## config.mk

```make
export PLATFORM = sky130hd
export DESIGN_NAME = simplex_fifo_channel
export DESIGN_NICKNAME = d
export VERILOG_FILES = /design/src/ptr_sync.v /design/src/simplex_fifo_channel.v
export VERILOG_INCLUDE_DIRS = /design/src
export SDC_FILE = /design/constraint.sdc
export NUM_CORES = 1
export LEC_CHECK = 0
export ABC_CLOCK_PERIOD_IN_PS = 20500
export BUFFER_PORTS_ARGS = -buffer_cell sky130_fd_sc_hd__clkbuf_2
export CORE_UTILIZATION = 47
export CTS_BUF_LIST = sky130_fd_sc_hd__clkbuf_16
export CTS_CLUSTER_SIZE = 40
export DETAILED_ROUTE_END_ITERATION = 6
export GPL_TIMING_DRIVEN = 1
export MAX_ROUTING_LAYER = met4
export PLACE_DENSITY_LB_ADDON = 0.25
export SLEW_MARGIN = 20
export SYNTH_ARGS = -nofsm -noshare
export SYNTH_HDL_FRONTEND = slang
export SYNTH_SLANG_ARGS = --single-unit
```

## constraint.sdc

```tcl
create_clock -name mclk_i -period 20.5 [get_ports mclk_i]
set_input_delay 4.1 -clock mclk_i [delete_from_list [all_inputs] [get_ports mclk_i]]
set_output_delay 4.1 -clock mclk_i [all_outputs]
set_load 0.05 [all_outputs]
```

## src/simplex_fifo_map.vh

```
// constants shared by the single-channel fifo design
// assumes inclusion by bare name from design files only
`ifndef SIMPLEX_FIFO_MAP_VH
`define SIMPLEX_FIFO_MAP_VH

// word and storage geometry
`define DATA_W          32
`define DEPTH           16
`define ADDR_W          4
`define PTR_W           5
`define DEPTH_PTR       5'h10

// channel reset stretch after system reset release, in clocks
`define RST_HOLD        5'h11

// register byte offsets
`define OFF_CTRL        8'h00
`define OFF_STATUS      8'h04
`define OFF_MASK        8'h08
`define OFF_LEVEL       8'h0C

// control fields
`define CTRL_FLUSH      0

// status and mask fields
`define EV_W            5
`define EV_NONEMPTY     0
`define EV_FULL         1
`define EV_TAG          2
`define EV_OVERFLOW     3
`define EV_UNDERFLOW    4

// level register fields
`define LV_PRESENT      0
`define LV_FULL         1
`define LV_TAG          2
`define LV_CHAN_RST     3
`define LV_CNT_LSB      8
`define LV_CNT_MSB      12

// reset values
`define MASK_RST        5'h00
`define STATUS_RST      5'h00

`endif

```

## src/ptr_sync.v

```verilog
// gray-coded pointer crossing: binary in, two-stage gray capture, binary out
// assumes the pointer changes by at most one step per clock
`timescale 1ns/1ps

`include "simplex_fifo_map.vh"

module ptr_sync (
  input  wire                mclk_i,
  input  wire                rst_i,
  input  wire                clr_i,
  input  wire [`PTR_W-1:0]   bin_i,
  output wire [`PTR_W-1:0]   bin_o
);

  reg  [`PTR_W-1:0] gray_reg;
  reg  [`PTR_W-1:0] meta_reg;
  reg  [`PTR_W-1:0] sync_reg;
  wire [`PTR_W-1:0] gray_next;

  assign gray_next = bin_i ^ (bin_i >> 1);

  always @(posedge mclk_i or posedge rst_i) begin
    if (rst_i) begin
      gray_reg <= {`PTR_W{1'b0}};
      meta_reg <= {`PTR_W{1'b0}};
      sync_reg <= {`PTR_W{1'b0}};
    end else if (clr_i) begin
      gray_reg <= {`PTR_W{1'b0}};
      meta_reg <= {`PTR_W{1'b0}};
      sync_reg <= {`PTR_W{1'b0}};
    end else begin
      gray_reg <= gray_next;
      meta_reg <= gray_reg;
      sync_reg <= meta_reg;
    end
  end

  // gray back to binary
  genvar g;
  generate
    for (g = 0; g < `PTR_W; g = g + 1) begin : g2b
      assign bin_o[g] = ^sync_reg[`PTR_W-1:g];
    end
  endgenerate

endmodule // ptr_sync

```

## src/simplex_fifo_channel.v

```verilog
// one-way fifo channel with fall-through head, level flags and apb status
// assumes producer and consumer logic run on mclk_i; rst_i may come from a pin
//
// The APB interface to the registers and the address map were decided locally.
`timescale 1ns/1ps

`include "simplex_fifo_map.vh"

// Summary of operation
// - without the dual-clock option, distributed style shows a pushed word at the head right after its edge.
// - block-ram style shows a write into an empty fifo one cycle later, or four cycles later with the dual-clock option.
// - after a push the word-present flag rises.
// - a pop from a full fifo drops the full flag.
// - without the dual-clock option, pop with the filling push in one cycle keeps full low.
// - pushes may come on consecutive cycles while full stays low.
// - while word-present is high the oldest word and tag sit at the head.
// - on the pop edge the head advances and present updates; full updates on it too, or three clocks later with the dual-clock option.
// - nonempty, full and tag-seen are level outputs for an interrupt controller.
// - tag-seen is high while the head tag is high and data is held.
// - channel reset output stays high 17 clocks after system reset release.
// - with tag propagation off the head tag output is zero.
// - dual-clock option passes pointers through the gray crossing, still on mclk_i; otherwise pointers are compared directly.
module simplex_fifo_channel #(
  parameter block_ram_style_param = 0,
  parameter dual_clock_param      = 0,
  parameter use_tag_param         = 1
) (
  input  wire                mclk_i,
  input  wire                rst_i,
  output wire                chan_rst_o,
  // producer side
  input  wire                push_i,
  input  wire [`DATA_W-1:0]  push_data_i,
  input  wire                push_tag_i,
  output wire                full_o,
  // consumer side
  output wire [`DATA_W-1:0]  head_data_o,
  output wire                head_tag_o,
  output wire                present_o,
  input  wire                pop_i,
  // level indications
  output wire                nonempty_irq_o,
  output wire                full_irq_o,
  output wire                tag_irq_o,
  // apb slave
  input  wire                psel_i,
  input  wire                penable_i,
  input  wire                pwrite_i,
  input  wire [7:0]          paddr_i,
  input  wire [31:0]         pwdata_i,
  output wire [31:0]         prdata_o,
  output wire                pready_o,
  output wire                pslverr_o,
  output wire                irq_o
);

  // ---------------- channel reset stretch ----------------

  reg  [4:0]          hold_cnt_reg;
  reg                 chan_rst_reg;
  wire                clr;
  reg                 flush_reg;

  always @(posedge mclk_i or posedge rst_i) begin
    if (rst_i) begin
      hold_cnt_reg <= `RST_HOLD;
      chan_rst_reg <= 1'b1;
    end else begin
      if (hold_cnt_reg != 5'h00) begin
        hold_cnt_reg <= hold_cnt_reg - 5'h01;
      end
      chan_rst_reg <= (hold_cnt_reg > 5'h01);
    end
  end

  assign chan_rst_o = chan_rst_reg;
  assign clr        = chan_rst_reg | flush_reg;

  // ---------------- pointers and flags ----------------

  reg  [`PTR_W-1:0]   wr_ptr_reg;
  reg  [`PTR_W-1:0]   rd_ptr_reg;
  reg  [`PTR_W-1:0]   wr_dly_reg;
  wire [`PTR_W-1:0]   wr_seen;
  wire [`PTR_W-1:0]   wr_sync;
  wire [`PTR_W-1:0]   rd_sync;
  wire [`PTR_W-1:0]   wr_vis;
  wire [`PTR_W-1:0]   rd_vis;
  wire [`PTR_W-1:0]   fill_wr;
  wire [`PTR_W-1:0]   fill_rd;
  wire                full_flag;
  wire                present;
  wire                push_ok;
  wire                pop_ok;

  // block-ram style sees writes one clock late
  assign wr_seen = (block_ram_style_param != 0) ? wr_dly_reg : wr_ptr_reg;

  ptr_sync u_wr_sync (
    .mclk_i (mclk_i),
    .rst_i  (rst_i),
    .clr_i  (clr),
    .bin_i  (wr_seen),
    .bin_o  (wr_sync)
  );

  ptr_sync u_rd_sync (
    .mclk_i (mclk_i),
    .rst_i  (rst_i),
    .clr_i  (clr),
    .bin_i  (rd_ptr_reg),
    .bin_o  (rd_sync)
  );

  // each side sees the other's pointer directly or through the crossing
  assign wr_vis = (dual_clock_param != 0) ? wr_sync : wr_seen;
  assign rd_vis = (dual_clock_param != 0) ? rd_sync : rd_ptr_reg;

  assign fill_wr   = wr_ptr_reg - rd_vis;
  assign fill_rd   = wr_vis - rd_ptr_reg;
  assign full_flag = (fill_wr == `DEPTH_PTR) & ~chan_rst_reg;
  assign present   = (fill_rd != {`PTR_W{1'b0}}) & ~chan_rst_reg;

  // overrun and underrun are refused to keep pointers sane
  assign push_ok = push_i & ~full_flag & ~clr;
  assign pop_ok  = pop_i & present & ~clr;

  always @(posedge mclk_i or posedge rst_i) begin
    if (rst_i) begin
      wr_ptr_reg <= {`PTR_W{1'b0}};
      rd_ptr_reg <= {`PTR_W{1'b0}};
      wr_dly_reg <= {`PTR_W{1'b0}};
    end else if (clr) begin
      wr_ptr_reg <= {`PTR_W{1'b0}};
      rd_ptr_reg <= {`PTR_W{1'b0}};
      wr_dly_reg <= {`PTR_W{1'b0}};
    end else begin
      if (push_ok) begin
        wr_ptr_reg <= wr_ptr_reg + 5'h01;
      end
      if (pop_ok) begin
        rd_ptr_reg <= rd_ptr_reg + 5'h01;
      end
      wr_dly_reg <= wr_ptr_reg;
    end
  end

  // ---------------- storage ----------------

  reg  [`DATA_W:0]    mem_reg [0:`DEPTH-1];
  wire                tag_in;
  wire [`DATA_W:0]    head_word;

  assign tag_in = (use_tag_param != 0) ? push_tag_i : 1'b0;

  genvar e;
  generate
    for (e = 0; e < `DEPTH; e = e + 1) begin : entry
      always @(posedge mclk_i or posedge rst_i) begin
        if (rst_i) begin
          mem_reg[e] <= {(`DATA_W+1){1'b0}};
        end else if (push_ok && (wr_ptr_reg[`ADDR_W-1:0] == e)) begin
          mem_reg[e] <= {tag_in, push_data_i};
        end
      end
    end
  endgenerate

  // oldest word falls through to the head
  assign head_word   = mem_reg[rd_ptr_reg[`ADDR_W-1:0]];
  assign head_data_o = head_word[`DATA_W-1:0];
  assign head_tag_o  = (use_tag_param != 0) ? head_word[`DATA_W] : 1'b0;

  // ---------------- flags and level indications ----------------

  // producer is held off during channel reset
  assign full_o         = full_flag | chan_rst_reg;
  assign present_o      = present;
  assign nonempty_irq_o = present;
  assign full_irq_o     = full_flag;
  assign tag_irq_o      = head_tag_o & present;

  // ---------------- event capture ----------------

  reg                 present_q_reg;
  reg                 full_q_reg;
  reg                 tag_q_reg;
  wire [`EV_W-1:0]    ev;

  always @(posedge mclk_i or posedge rst_i) begin
    if (rst_i) begin
      present_q_reg <= 1'b0;
      full_q_reg    <= 1'b0;
      tag_q_reg     <= 1'b0;
    end else begin
      present_q_reg <= present;
      full_q_reg    <= full_flag;
      tag_q_reg     <= tag_irq_o;
    end
  end

  assign ev[`EV_NONEMPTY]  = present & ~present_q_reg;
  assign ev[`EV_FULL]      = full_flag & ~full_q_reg;
  assign ev[`EV_TAG]       = tag_irq_o & ~tag_q_reg;
  assign ev[`EV_OVERFLOW]  = push_i & full_flag & ~clr;
  assign ev[`EV_UNDERFLOW] = pop_i & ~present & ~clr;

  // ---------------- apb slave ----------------

  reg  [`EV_W-1:0]    status_reg;
  reg  [`EV_W-1:0]    status_next;
  reg  [`EV_W-1:0]    mask_reg;
  reg  [31:0]         prdata_reg;
  reg  [31:0]         rd_mux;
  wire                setup;
  wire                access;
  wire                hit;
  wire                wr_ctrl;
  wire                wr_mask;
  wire                rd_status;

  assign setup  = psel_i & ~penable_i;
  assign access = psel_i & penable_i;

  assign hit = (paddr_i == `OFF_CTRL) | (paddr_i == `OFF_STATUS) |
               (paddr_i == `OFF_MASK) | (paddr_i == `OFF_LEVEL);

  assign wr_ctrl   = access & pwrite_i & (paddr_i == `OFF_CTRL);
  assign wr_mask   = access & pwrite_i & (paddr_i == `OFF_MASK);
  assign rd_status = access & ~pwrite_i & (paddr_i == `OFF_STATUS);

  // zero wait states; unmapped addresses answer with an error
  assign pready_o  = 1'b1;
  assign pslverr_o = access & ~hit;
  assign prdata_o  = prdata_reg;

  always @* begin
    rd_mux = 32'h00000000;
    case (paddr_i)
      `OFF_CTRL: begin
        rd_mux[`CTRL_FLUSH] = flush_reg;
      end
      `OFF_STATUS: begin
        rd_mux[`EV_W-1:0] = status_reg;
      end
      `OFF_MASK: begin
        rd_mux[`EV_W-1:0] = mask_reg;
      end
      `OFF_LEVEL: begin
        rd_mux[`LV_PRESENT]                 = present;
        rd_mux[`LV_FULL]                    = full_flag;
        rd_mux[`LV_TAG]                     = tag_irq_o;
        rd_mux[`LV_CHAN_RST]                = chan_rst_reg;
        rd_mux[`LV_CNT_MSB:`LV_CNT_LSB]     = fill_rd;
      end
      default: begin
        rd_mux = 32'h00000000;
      end
    endcase
  end

  // read clears only the bits that were returned; new events win
  always @* begin
    status_next = status_reg;
    if (rd_status) begin
      status_next = status_next & ~prdata_reg[`EV_W-1:0];
    end
    status_next = status_next | ev;
  end

  always @(posedge mclk_i or posedge rst_i) begin
    if (rst_i) begin
      prdata_reg <= 32'h00000000;
      status_reg <= `STATUS_RST;
      mask_reg   <= `MASK_RST;
      flush_reg  <= 1'b0;
    end else begin
      if (setup && !pwrite_i) begin
        prdata_reg <= rd_mux;
      end
      status_reg <= status_next;
      if (wr_mask) begin
        mask_reg <= pwdata_i[`EV_W-1:0];
      end
      // flush is a one-clock pulse
      flush_reg <= wr_ctrl & pwdata_i[`CTRL_FLUSH];
    end
  end

  assign irq_o = |(status_reg & mask_reg);

endmodule // simplex_fifo_channel

```

Yosys cells after proc, flatten, opt, wreduce, memory -nomap -nowiden
Index checks and enable logic that the tools add are counted.
Cells by class
  $add $sub $neg: 4
  magnitude comparators: 2
  equal/unequal tests: 19
  mux-type cells: 12
  bitwise operators: 43
  reduce and logical (&&, ||, !) cells: 25
Operator list (count)
  $bmux W33 S4: 1
  $mux W33: 2
  $eq A4 B4 Y1 const B: 8
  $mux W5: 6
  $and A1 B1 Y1: 23
  $logic_and A1 B1 Y1: 17
  $eq A4 B3 Y1 const B: 4
  $eq A8 B4 Y1 const B: 2
  $add A5 B1 Y5 const B: 2
  $and A5 B5 Y5: 2
  $not A1 Y1: 10
  $reduce_bool A5 Y1: 2
  $pmux W3 S3: 1
  $eq A4 B2 Y1 const B: 2
  $eq A8 B3 Y1 const B: 1
  $logic_not A8 Y1: 1
  $eq A5 B5 Y1 const B: 1
  $ge A5 B5 Y1 const B: 1
  $gt A5 B1 Y1 const B: 1
  $not A4 Y5: 1
  $not A5 Y5: 1
  $or A1 B1 Y1: 5
  $or A5 B5 Y5: 1
  $reduce_or A5 Y1: 1
  other kinds (8): 9
Storage, ports and cells
  flip-flop bits (word level): 568
  input bits: 80
  output and inout port bits: 74
  logic and storage cells: 132

Logic depth before layout (Yosys ltp)
Gate-level depths: netlist of the first run.
  depth in word-level cells: 8
  mapped depth: 12
  mapped depth without buffers: 8

Worst setup path before layout of the first run
OpenSTA, ideal clock, no wires.
  kind: in2out
  from: input port paddr_i[5]
  to: output port pslverr_o
  arrival: 4.940 ns
  data required time: 16.400 ns
  path slack: 11.460 ns
  cell stages on the path: 2
  path through: nor4_1 -> a21oi_1
Between the ends
  cells in the longest elaborated chain, start to end: 6
  elaborated cells between the ends (all ways): 9
  classes of those cells: eq/ne (3); bitwise (5); reduce/logical (1)
RTL lines
  from (decl): line simplex_fifo_channel.v:49  | input wire [7:0] paddr_i,
  $eq A8 B3 Y1 / $logic_not A8 Y1 (equally long branches)
  $or A1 B1 Y1 (2 in series): line simplex_fifo_channel.v:225  | assign hit = (paddr_i == `OFF_CTRL) | (paddr_i == `OFF_STATUS) |
  $or A1 B1 Y1 *: line simplex_fifo_channel.v:225
  $not A1 Y1 *: line simplex_fifo_channel.v:234  | assign pslverr_o = access & ~hit;
  $and A1 B1 Y1 *: line simplex_fifo_channel.v:234
  to (decl): line simplex_fifo_channel.v:53  | output wire pslverr_o,
Mark *: on every way between the ends. The rest lies on a longest branch, timed or not.

Final worst setup path of the first run
Ends and elaborated chain as after synthesis.

==> results of run 1 <==
-- metrics by stage --
step,utilization,hold WS (ns)
2_1_floorplan,-,0.4128
3_5_place_dp,0.5016,0.4565
3_3_place_gp,0.5016,0.4297
4_1_cts,0.5363,0.4685
6_report,0.5377,0.4682
5_1_grt,0.5377,0.4861
-- where the power goes --
group          total (mW)  switching (mW)  internal, mW
Clock                1.04           0.445         0.599
Sequential           1.91           0.265          1.65
Combinational        2.34            1.22          1.12
-- critical path, delay by kind of cell --
kind            cells  cell delay, ns
simple gates        1            0.45
buf+inv             2            0.33
compound gates      1            0.13
-- worst min path at each step --
| stage | from | end | slack (ns) | cells past startpoint |
|---|---|---|---|---|
| detailed placement | tag_q_reg | status_reg[2] | 0.46 | 1 |
| global placement | tag_q_reg | status_reg[2] | 0.43 | 1 |
| floorplan | tag_q_reg | status_reg[2] | 0.41 | 1 |
| CTS | tag_q_reg | status_reg[2] | 0.47 | 1 |
| global route | tag_q_reg | status_reg[2] | 0.49 | 1 |
| finish | tag_q_reg | status_reg[2] | 0.47 | 1 |
-- kinds of logic after synthesis --
logic type      synth area share
mux                       0.3776
flops                     0.5449
buf+inv                  0.03098
simple gates             0.01798
compound gates           0.01961
fa+ha+maj               0.006043
xor+xnor                0.002590
other cells            0.0002878
-- cells in the mapped netlist, types with 2 or more instances --
library cell / n
mux2_1: 29
o2111ai_2: 3
a22o_1: 5
nand2b_1: 2
and2_1: 5
inv_1: 14
mux2i_1: 11
nor3b_1: 2
o2111ai_1: 2
clkbuf_1: 61
nand2_1: 42
o21ai_2: 8
xor2_2: 2
nand3_1: 3
buf_4: 25
nand4_1: 6
buf_2: 58
a211oi_1: 2
dfrtp_1: 565
nor2_1: 21
o2111ai_4: 3
a221oi_1: 2
mux4_2: 165
or3_1: 4
xnor2_1: 3
nand3b_1: 2
o21ai_0: 11
buf_1: 9
dfstp_2: 3
and4_1: 2
ha_1: 11
a22oi_1: 3
o211ai_1: 3
nor2b_1: 2
nor3_1: 3
a21oi_1: 14
mux2_2: 506
conb_1: 2
-- area by class of cell --
type / count / area, um^2 / share of cell area
multi-input cells: 913 / 11290 / 0.3864
flip-flops and latches: 568 / 14230 / 0.4869
diodes: 2 / 5.005 / 0.0001713
clock buffers: 61 / 1526 / 0.05224
repair buffers: 133 / 817.0 / 0.02796
clock inverters: 53 / 364.1 / 0.01246
well taps: 739 / 924.6 / 0.03164
inverters: 15 / 65.06 / 0.002227
-- layer usage --
metal,track usage,up-vias
met5,-,-
met4,0.06295,0
met3,0.03019,100
met2,0.3523,246
met1,0.3130,7805
li1,-,6181
==> impl_metrics.toml, run 1 <==
[setup_path]
cp-startpoint = "paddr_i[5]"
r2r_slack_ns = 16.26
reg2reg_from = "rd_ptr_reg[0]"
cp.arrival_ns = 5.01
critPathRequiredTime_ns = 16.40
path_class = "in2out"
crit_end = "pslverr_o"
end_kind = "output port"
crit_fanout = 3
max_stage_delay_ns = 0.45
cp_common_cell = "clkbuf_2"
critPathLaunchType = "input pin"
reg2reg_to = "mem_reg[384]"
crit_slowest_cell = "nor4_1"
reg2regPathDepth = 9
path_cells = "clkbuf_2, nor4_1, a21oi_1, clkbuf_2"

[layout]
final_nets = 1783
fillerInstances = 4380
drive_above_1_share = 0.5255
syn_to_final_growth_pct = 11.99
final_common_cell = "dfrtp_1"
mostFrequentLayoutCells = "dfrtp_1, mux2_2, mux4_2, clkbuf_2, clkbuf_16"
stdcell_count = 2484
design_area_um2 = 29220
largest_reg_flops = 528

[timing]
slew_headroom = 0.3114
setup_slack_ns = 11.39
rsz0062_at_grt = "no"
setup_viol = 0
fin_worst_skew_ns = 0.02225
tns_ns = 0
worstMarginPinSlew_ns = 1.033
drv_slew = 0
period_needed_ns = 9.113
min_period_over_period = 0.4445
hold_viol = 0
fmax_mhz = 109.7

[yosys]
syn_area_um2 = 26090
ys_seq_elements = 568
netlist.area_leader.share = 0.5419
synthCells = 1629
synth.distinct_cells = 53
yosysSeqAreaShare = 0.5449
yosys_most_used_dff = "dfrtp_1"
yosysTopAreaCell = "dfrtp_1"
async_flop_share = 1.000
synth_enable_flop_cells = 0
avgSynthCellArea_um2 = 16.02
netlist_top_cells_area = "dfrtp_1, mux2_2, mux4_2"
yosysWarnings = 0

[detailed_routing]
dr.pass1.iters = 4
drt_wl_total_um = 59450
drc = 0
wire_per_inst_um = 23.93
via_per_inst = 5.770
wl_met1_um = 27310
vias = 14330
drtIter0Drc = 839
routed.top_layer = "met4"
wl_met2_um = 28580
wl_met3_um = 2106
drtAntennaViolNets = 0

[floorplan]
coreArea_um2 = 54350
start_util = 0.4801
num_rows = 85
die_h_um = 237.6
dieArea_um2 = 56460
num_io_pins = 154
fp.dieW_um = 237.6

[cts]
clock-sinks = 568
cts.path.max_buffers = 3
cts_buffers = 60
path_clk_slew_ns = 0.06
cts-resized-gates = 0
ctsHoldBuffers = 0
cts_root_buf = "clkbuf_16"
cts-htree-levels = 2
cts_tree = "done"
post_cts_buffers = 0
clk-insertion-delay-late_ns = 0.63

[power_and_ir_drop]
cellLeakagePower_nw = 12.79
vdd_ir_drop_max_uv = 135.9
power.density_nw_per_um2 = 181.2
finalPower_mw = 5.294

[global_routing]
grt_pass1_vias = 15290
gr-total-overflow = 0
grt_usage = 0.2258
antenna_found_initial = 2
grt_max_degree = 194
grt_pass1_wl_um = 93180

[placement]
port_buffers = 103
dp.cells = 2366
place_area_um2 = 27260
routabilityCongestion = 0.8312
pre_cts_ws_ns = 11.41
dp_hpwl_um = 32630

[outcome]
status = "finished, final reports clean"

[flow_run]
cap_violations = 0

[min_path]
min_path_type = "reg2reg"
Power figures use the tool's default switching activity.
==> inputs of run 2 (changes only) <==
--- a/config.mk
+++ b/config.mk
@@ -6,7 +6,7 @@
 export SDC_FILE = /design/constraint.sdc
 export NUM_CORES = 1
 export LEC_CHECK = 0
-export ABC_CLOCK_PERIOD_IN_PS = 20500
+export ABC_CLOCK_PERIOD_IN_PS = 8800
 export BUFFER_PORTS_ARGS = -buffer_cell sky130_fd_sc_hd__clkbuf_2
 export CORE_UTILIZATION = 47
 export CTS_BUF_LIST = sky130_fd_sc_hd__clkbuf_16
==> constraint.sdc (replaced) <==
create_clock -name mclk_i -period 8.8 [get_ports mclk_i]
set_input_delay 1.76 -clock mclk_i [delete_from_list [all_inputs] [get_ports mclk_i]]
set_output_delay 1.76 -clock mclk_i [all_outputs]
set_load 0.05 [all_outputs]
==> run 2 against run 1 <==
Effect of this change: clock skew fell by 0.0015 ns; sequential power rose by 140%; first-iteration DRC count rose by 20%; power rose by 130%; setup slack got worse by 8.6 ns; via count rose by 0.32%; design area fell by 0.34%; combinational power rose by 130%; non-clock buffer count rose by 1; count of clock-buffer cells in the layout fell by 2; hold slack got worse by 0.032 ns; register-to-register slack got worse by 12 ns; critical endpoint is now head_data_o[10].
==> impl_metrics.toml, run 2 (synthesis results as in run 1) <==
[timing]
setup_viol = 0
fin_worst_skew_ns = 0.02071
rsz0062_at_grt = "no"
drv_slew = 0
setup_slack_ns = 2.825
fmax_mhz = 167.4
period_needed_ns = 5.975
worstMarginPinSlew_ns = 1.020
slew_headroom = 0.3202
hold_viol = 0
min_period_over_period = 0.6790

[floorplan]
start_util = 0.4801
die_h_um = 237.6
num_io_pins = 154
fp.dieW_um = 237.6
coreArea_um2 = 54350
num_rows = 85
dieArea_um2 = 56460

[min_path]
min_path_cells = 1
min_path_type = "reg2reg"

[global_routing]
gr-total-overflow = 0
antenna_found_initial = 3
grt_max_degree = 177
grt_pass1_wl_um = 93240
grt_pass1_vias = 15330
grt_usage = 0.2270

[detailed_routing]
drc = 0
via_per_inst = 5.798
dr.pass1.iters = 4
wire_per_inst_um = 24.28
drtAntennaViolNets = 0
vias = 14380
drt_wl_total_um = 60230
drtIter0Drc = 1008

[layout]
multiInputGateArea_um2 = 11290
fillerInstances = 4412
drive_above_1_share = 0.5242
largest_reg_flops = 528
register_area_um2 = 14230
mostFrequentLayoutCells = "dfrtp_1, mux2_2, mux4_2, clkbuf_2, clkbuf_16"
final_nets = 1782
stdcell_count = 2480
syn_to_final_growth_pct = 11.61
final_common_cell = "dfrtp_1"
final_core_util = 0.5358

[setup_path]
worstSetupPathDepth = 5
end_kind = "output port"
max_stage_delay_ns = 0.80
reg2regPathDepth = 9
critPathLaunchType = "flip-flop"
crit_family = "buffers and inverters"
path_cells = "buf_4, buf_4, mux4_2, mux4_2, clkbuf_2"
critPathBufInv = 3
critPathRequiredTime_ns = 7.04
cp.arrival_ns = 4.22
crit_fanout = 32
path_class = "reg2out"
crit_slowest_cell = "dfrtp_4"

[placement]
port_buffers = 103
pre_cts_ws_ns = 3.372
dp.cells = 2369
routabilityCongestion = 0.8091
dp_hpwl_um = 34060

[cts]
ctsHoldBuffers = 0
clk-insertion-delay-late_ns = 0.62
cts_buffers = 58
post_cts_buffers = 0
cts.path.max_buffers = 3
cts_tree = "done"
cts-resized-gates = 0
path_clk_slew_ns = 0.06
cts_root_buf = "clkbuf_16"
clock-sinks = 568
cts-htree-levels = 2

[power_and_ir_drop]
vdd_ir_drop_max_uv = 322.8
power.density_nw_per_um2 = 420.3
cellLeakagePower_nw = 12.77
finalPower_mw = 12.24

[flow_run]
cap_violations = 0

[outcome]
status = "finished, final reports clean"
[run 2: cell count changes in the layout (fill, tap and decap cells not counted)]
cell       before  now
buf_6           3    2
diode_2         2    3
inv_2           0    1
clkinv_8        0    2
buf_4          23   27
inv_1          25   32
buf_16          2    0
clkbuf_16      61   59
clkinv_1       20   13
inv_8           1    0
clkinv_2       13   10
inv_6           3    0
[run 2: per-layer routing]
layer  vias to the layer above  global-route usage  part of all wire
li1                       6163                   -                 -
met1                      7844              0.3052              0.45
met2                       264              0.3579              0.49
met3                       107             0.04320             0.046
met4                         0             0.05611             0.022
met5                         -                   -                 0
[run 2: power breakdown]
| group | switching (mW) | internal [mW] |
|---|---|---|
| clock | 1.01 | 1.35 |
| combinational | 2.79 | 2.59 |
| sequential | 0.653 | 3.84 |
| total | 4.46 | 7.78 |
[run 2: final timing paths]
| kind | slack (ns) | to | startpoint |
|---|---|---|---|
| min in group asynchronous | 1.39 | mem_reg[194] | rst_i |
| setup / recovery | 2.82 | head_data_o[10] | rd_ptr_reg[0] |
| max in group asynchronous | 5.71 | mem_reg[44] | rst_i |
| hold reg to reg | 0.44 | status_reg[2] | tag_q_reg |
| setup reg to reg | 4.48 | mem_reg[507] | rd_ptr_reg[0] |
| hold / removal | 0.44 | status_reg[2] | tag_q_reg |
[run 2: cell type report]
type | instances | area share
multi-input combinational | 913 | 0.3877
tap | 739 | 0.03175
clock inverter | 49 | 0.01212
inverter | 15 | 0.002062
sequential | 568 | 0.4885
antenna | 3 | 0.0002578
clock buffer | 59 | 0.05070
timing repair buffer | 134 | 0.02681
[run 2: stage by stage]
stage | hold slack (ns) | area, um^2 | TNS [ns]
floorplan | 0.4128 | 26170 | -391.65
global placement | 0.4211 | 27270 | 0
detailed placement | 0.4279 | 27270 | 0
CTS | 0.4360 | 29100 | 0
global route | 0.4449 | 29120 | 0
finish | 0.4365 | 29120 | 0
[run 2: worst reg2reg max path, delay by kind of cell, from the launching register on]
family                   cells  cell delay (ns)
AND/OR/NAND/NOR              2             0.26
adder cells (fa/ha/maj)      2             0.75
multiplexers                 1             0.43
AO/OA/AOI/OAI                2             1.23
flip-flops                   1             0.70
buffers and inverters        2             0.85
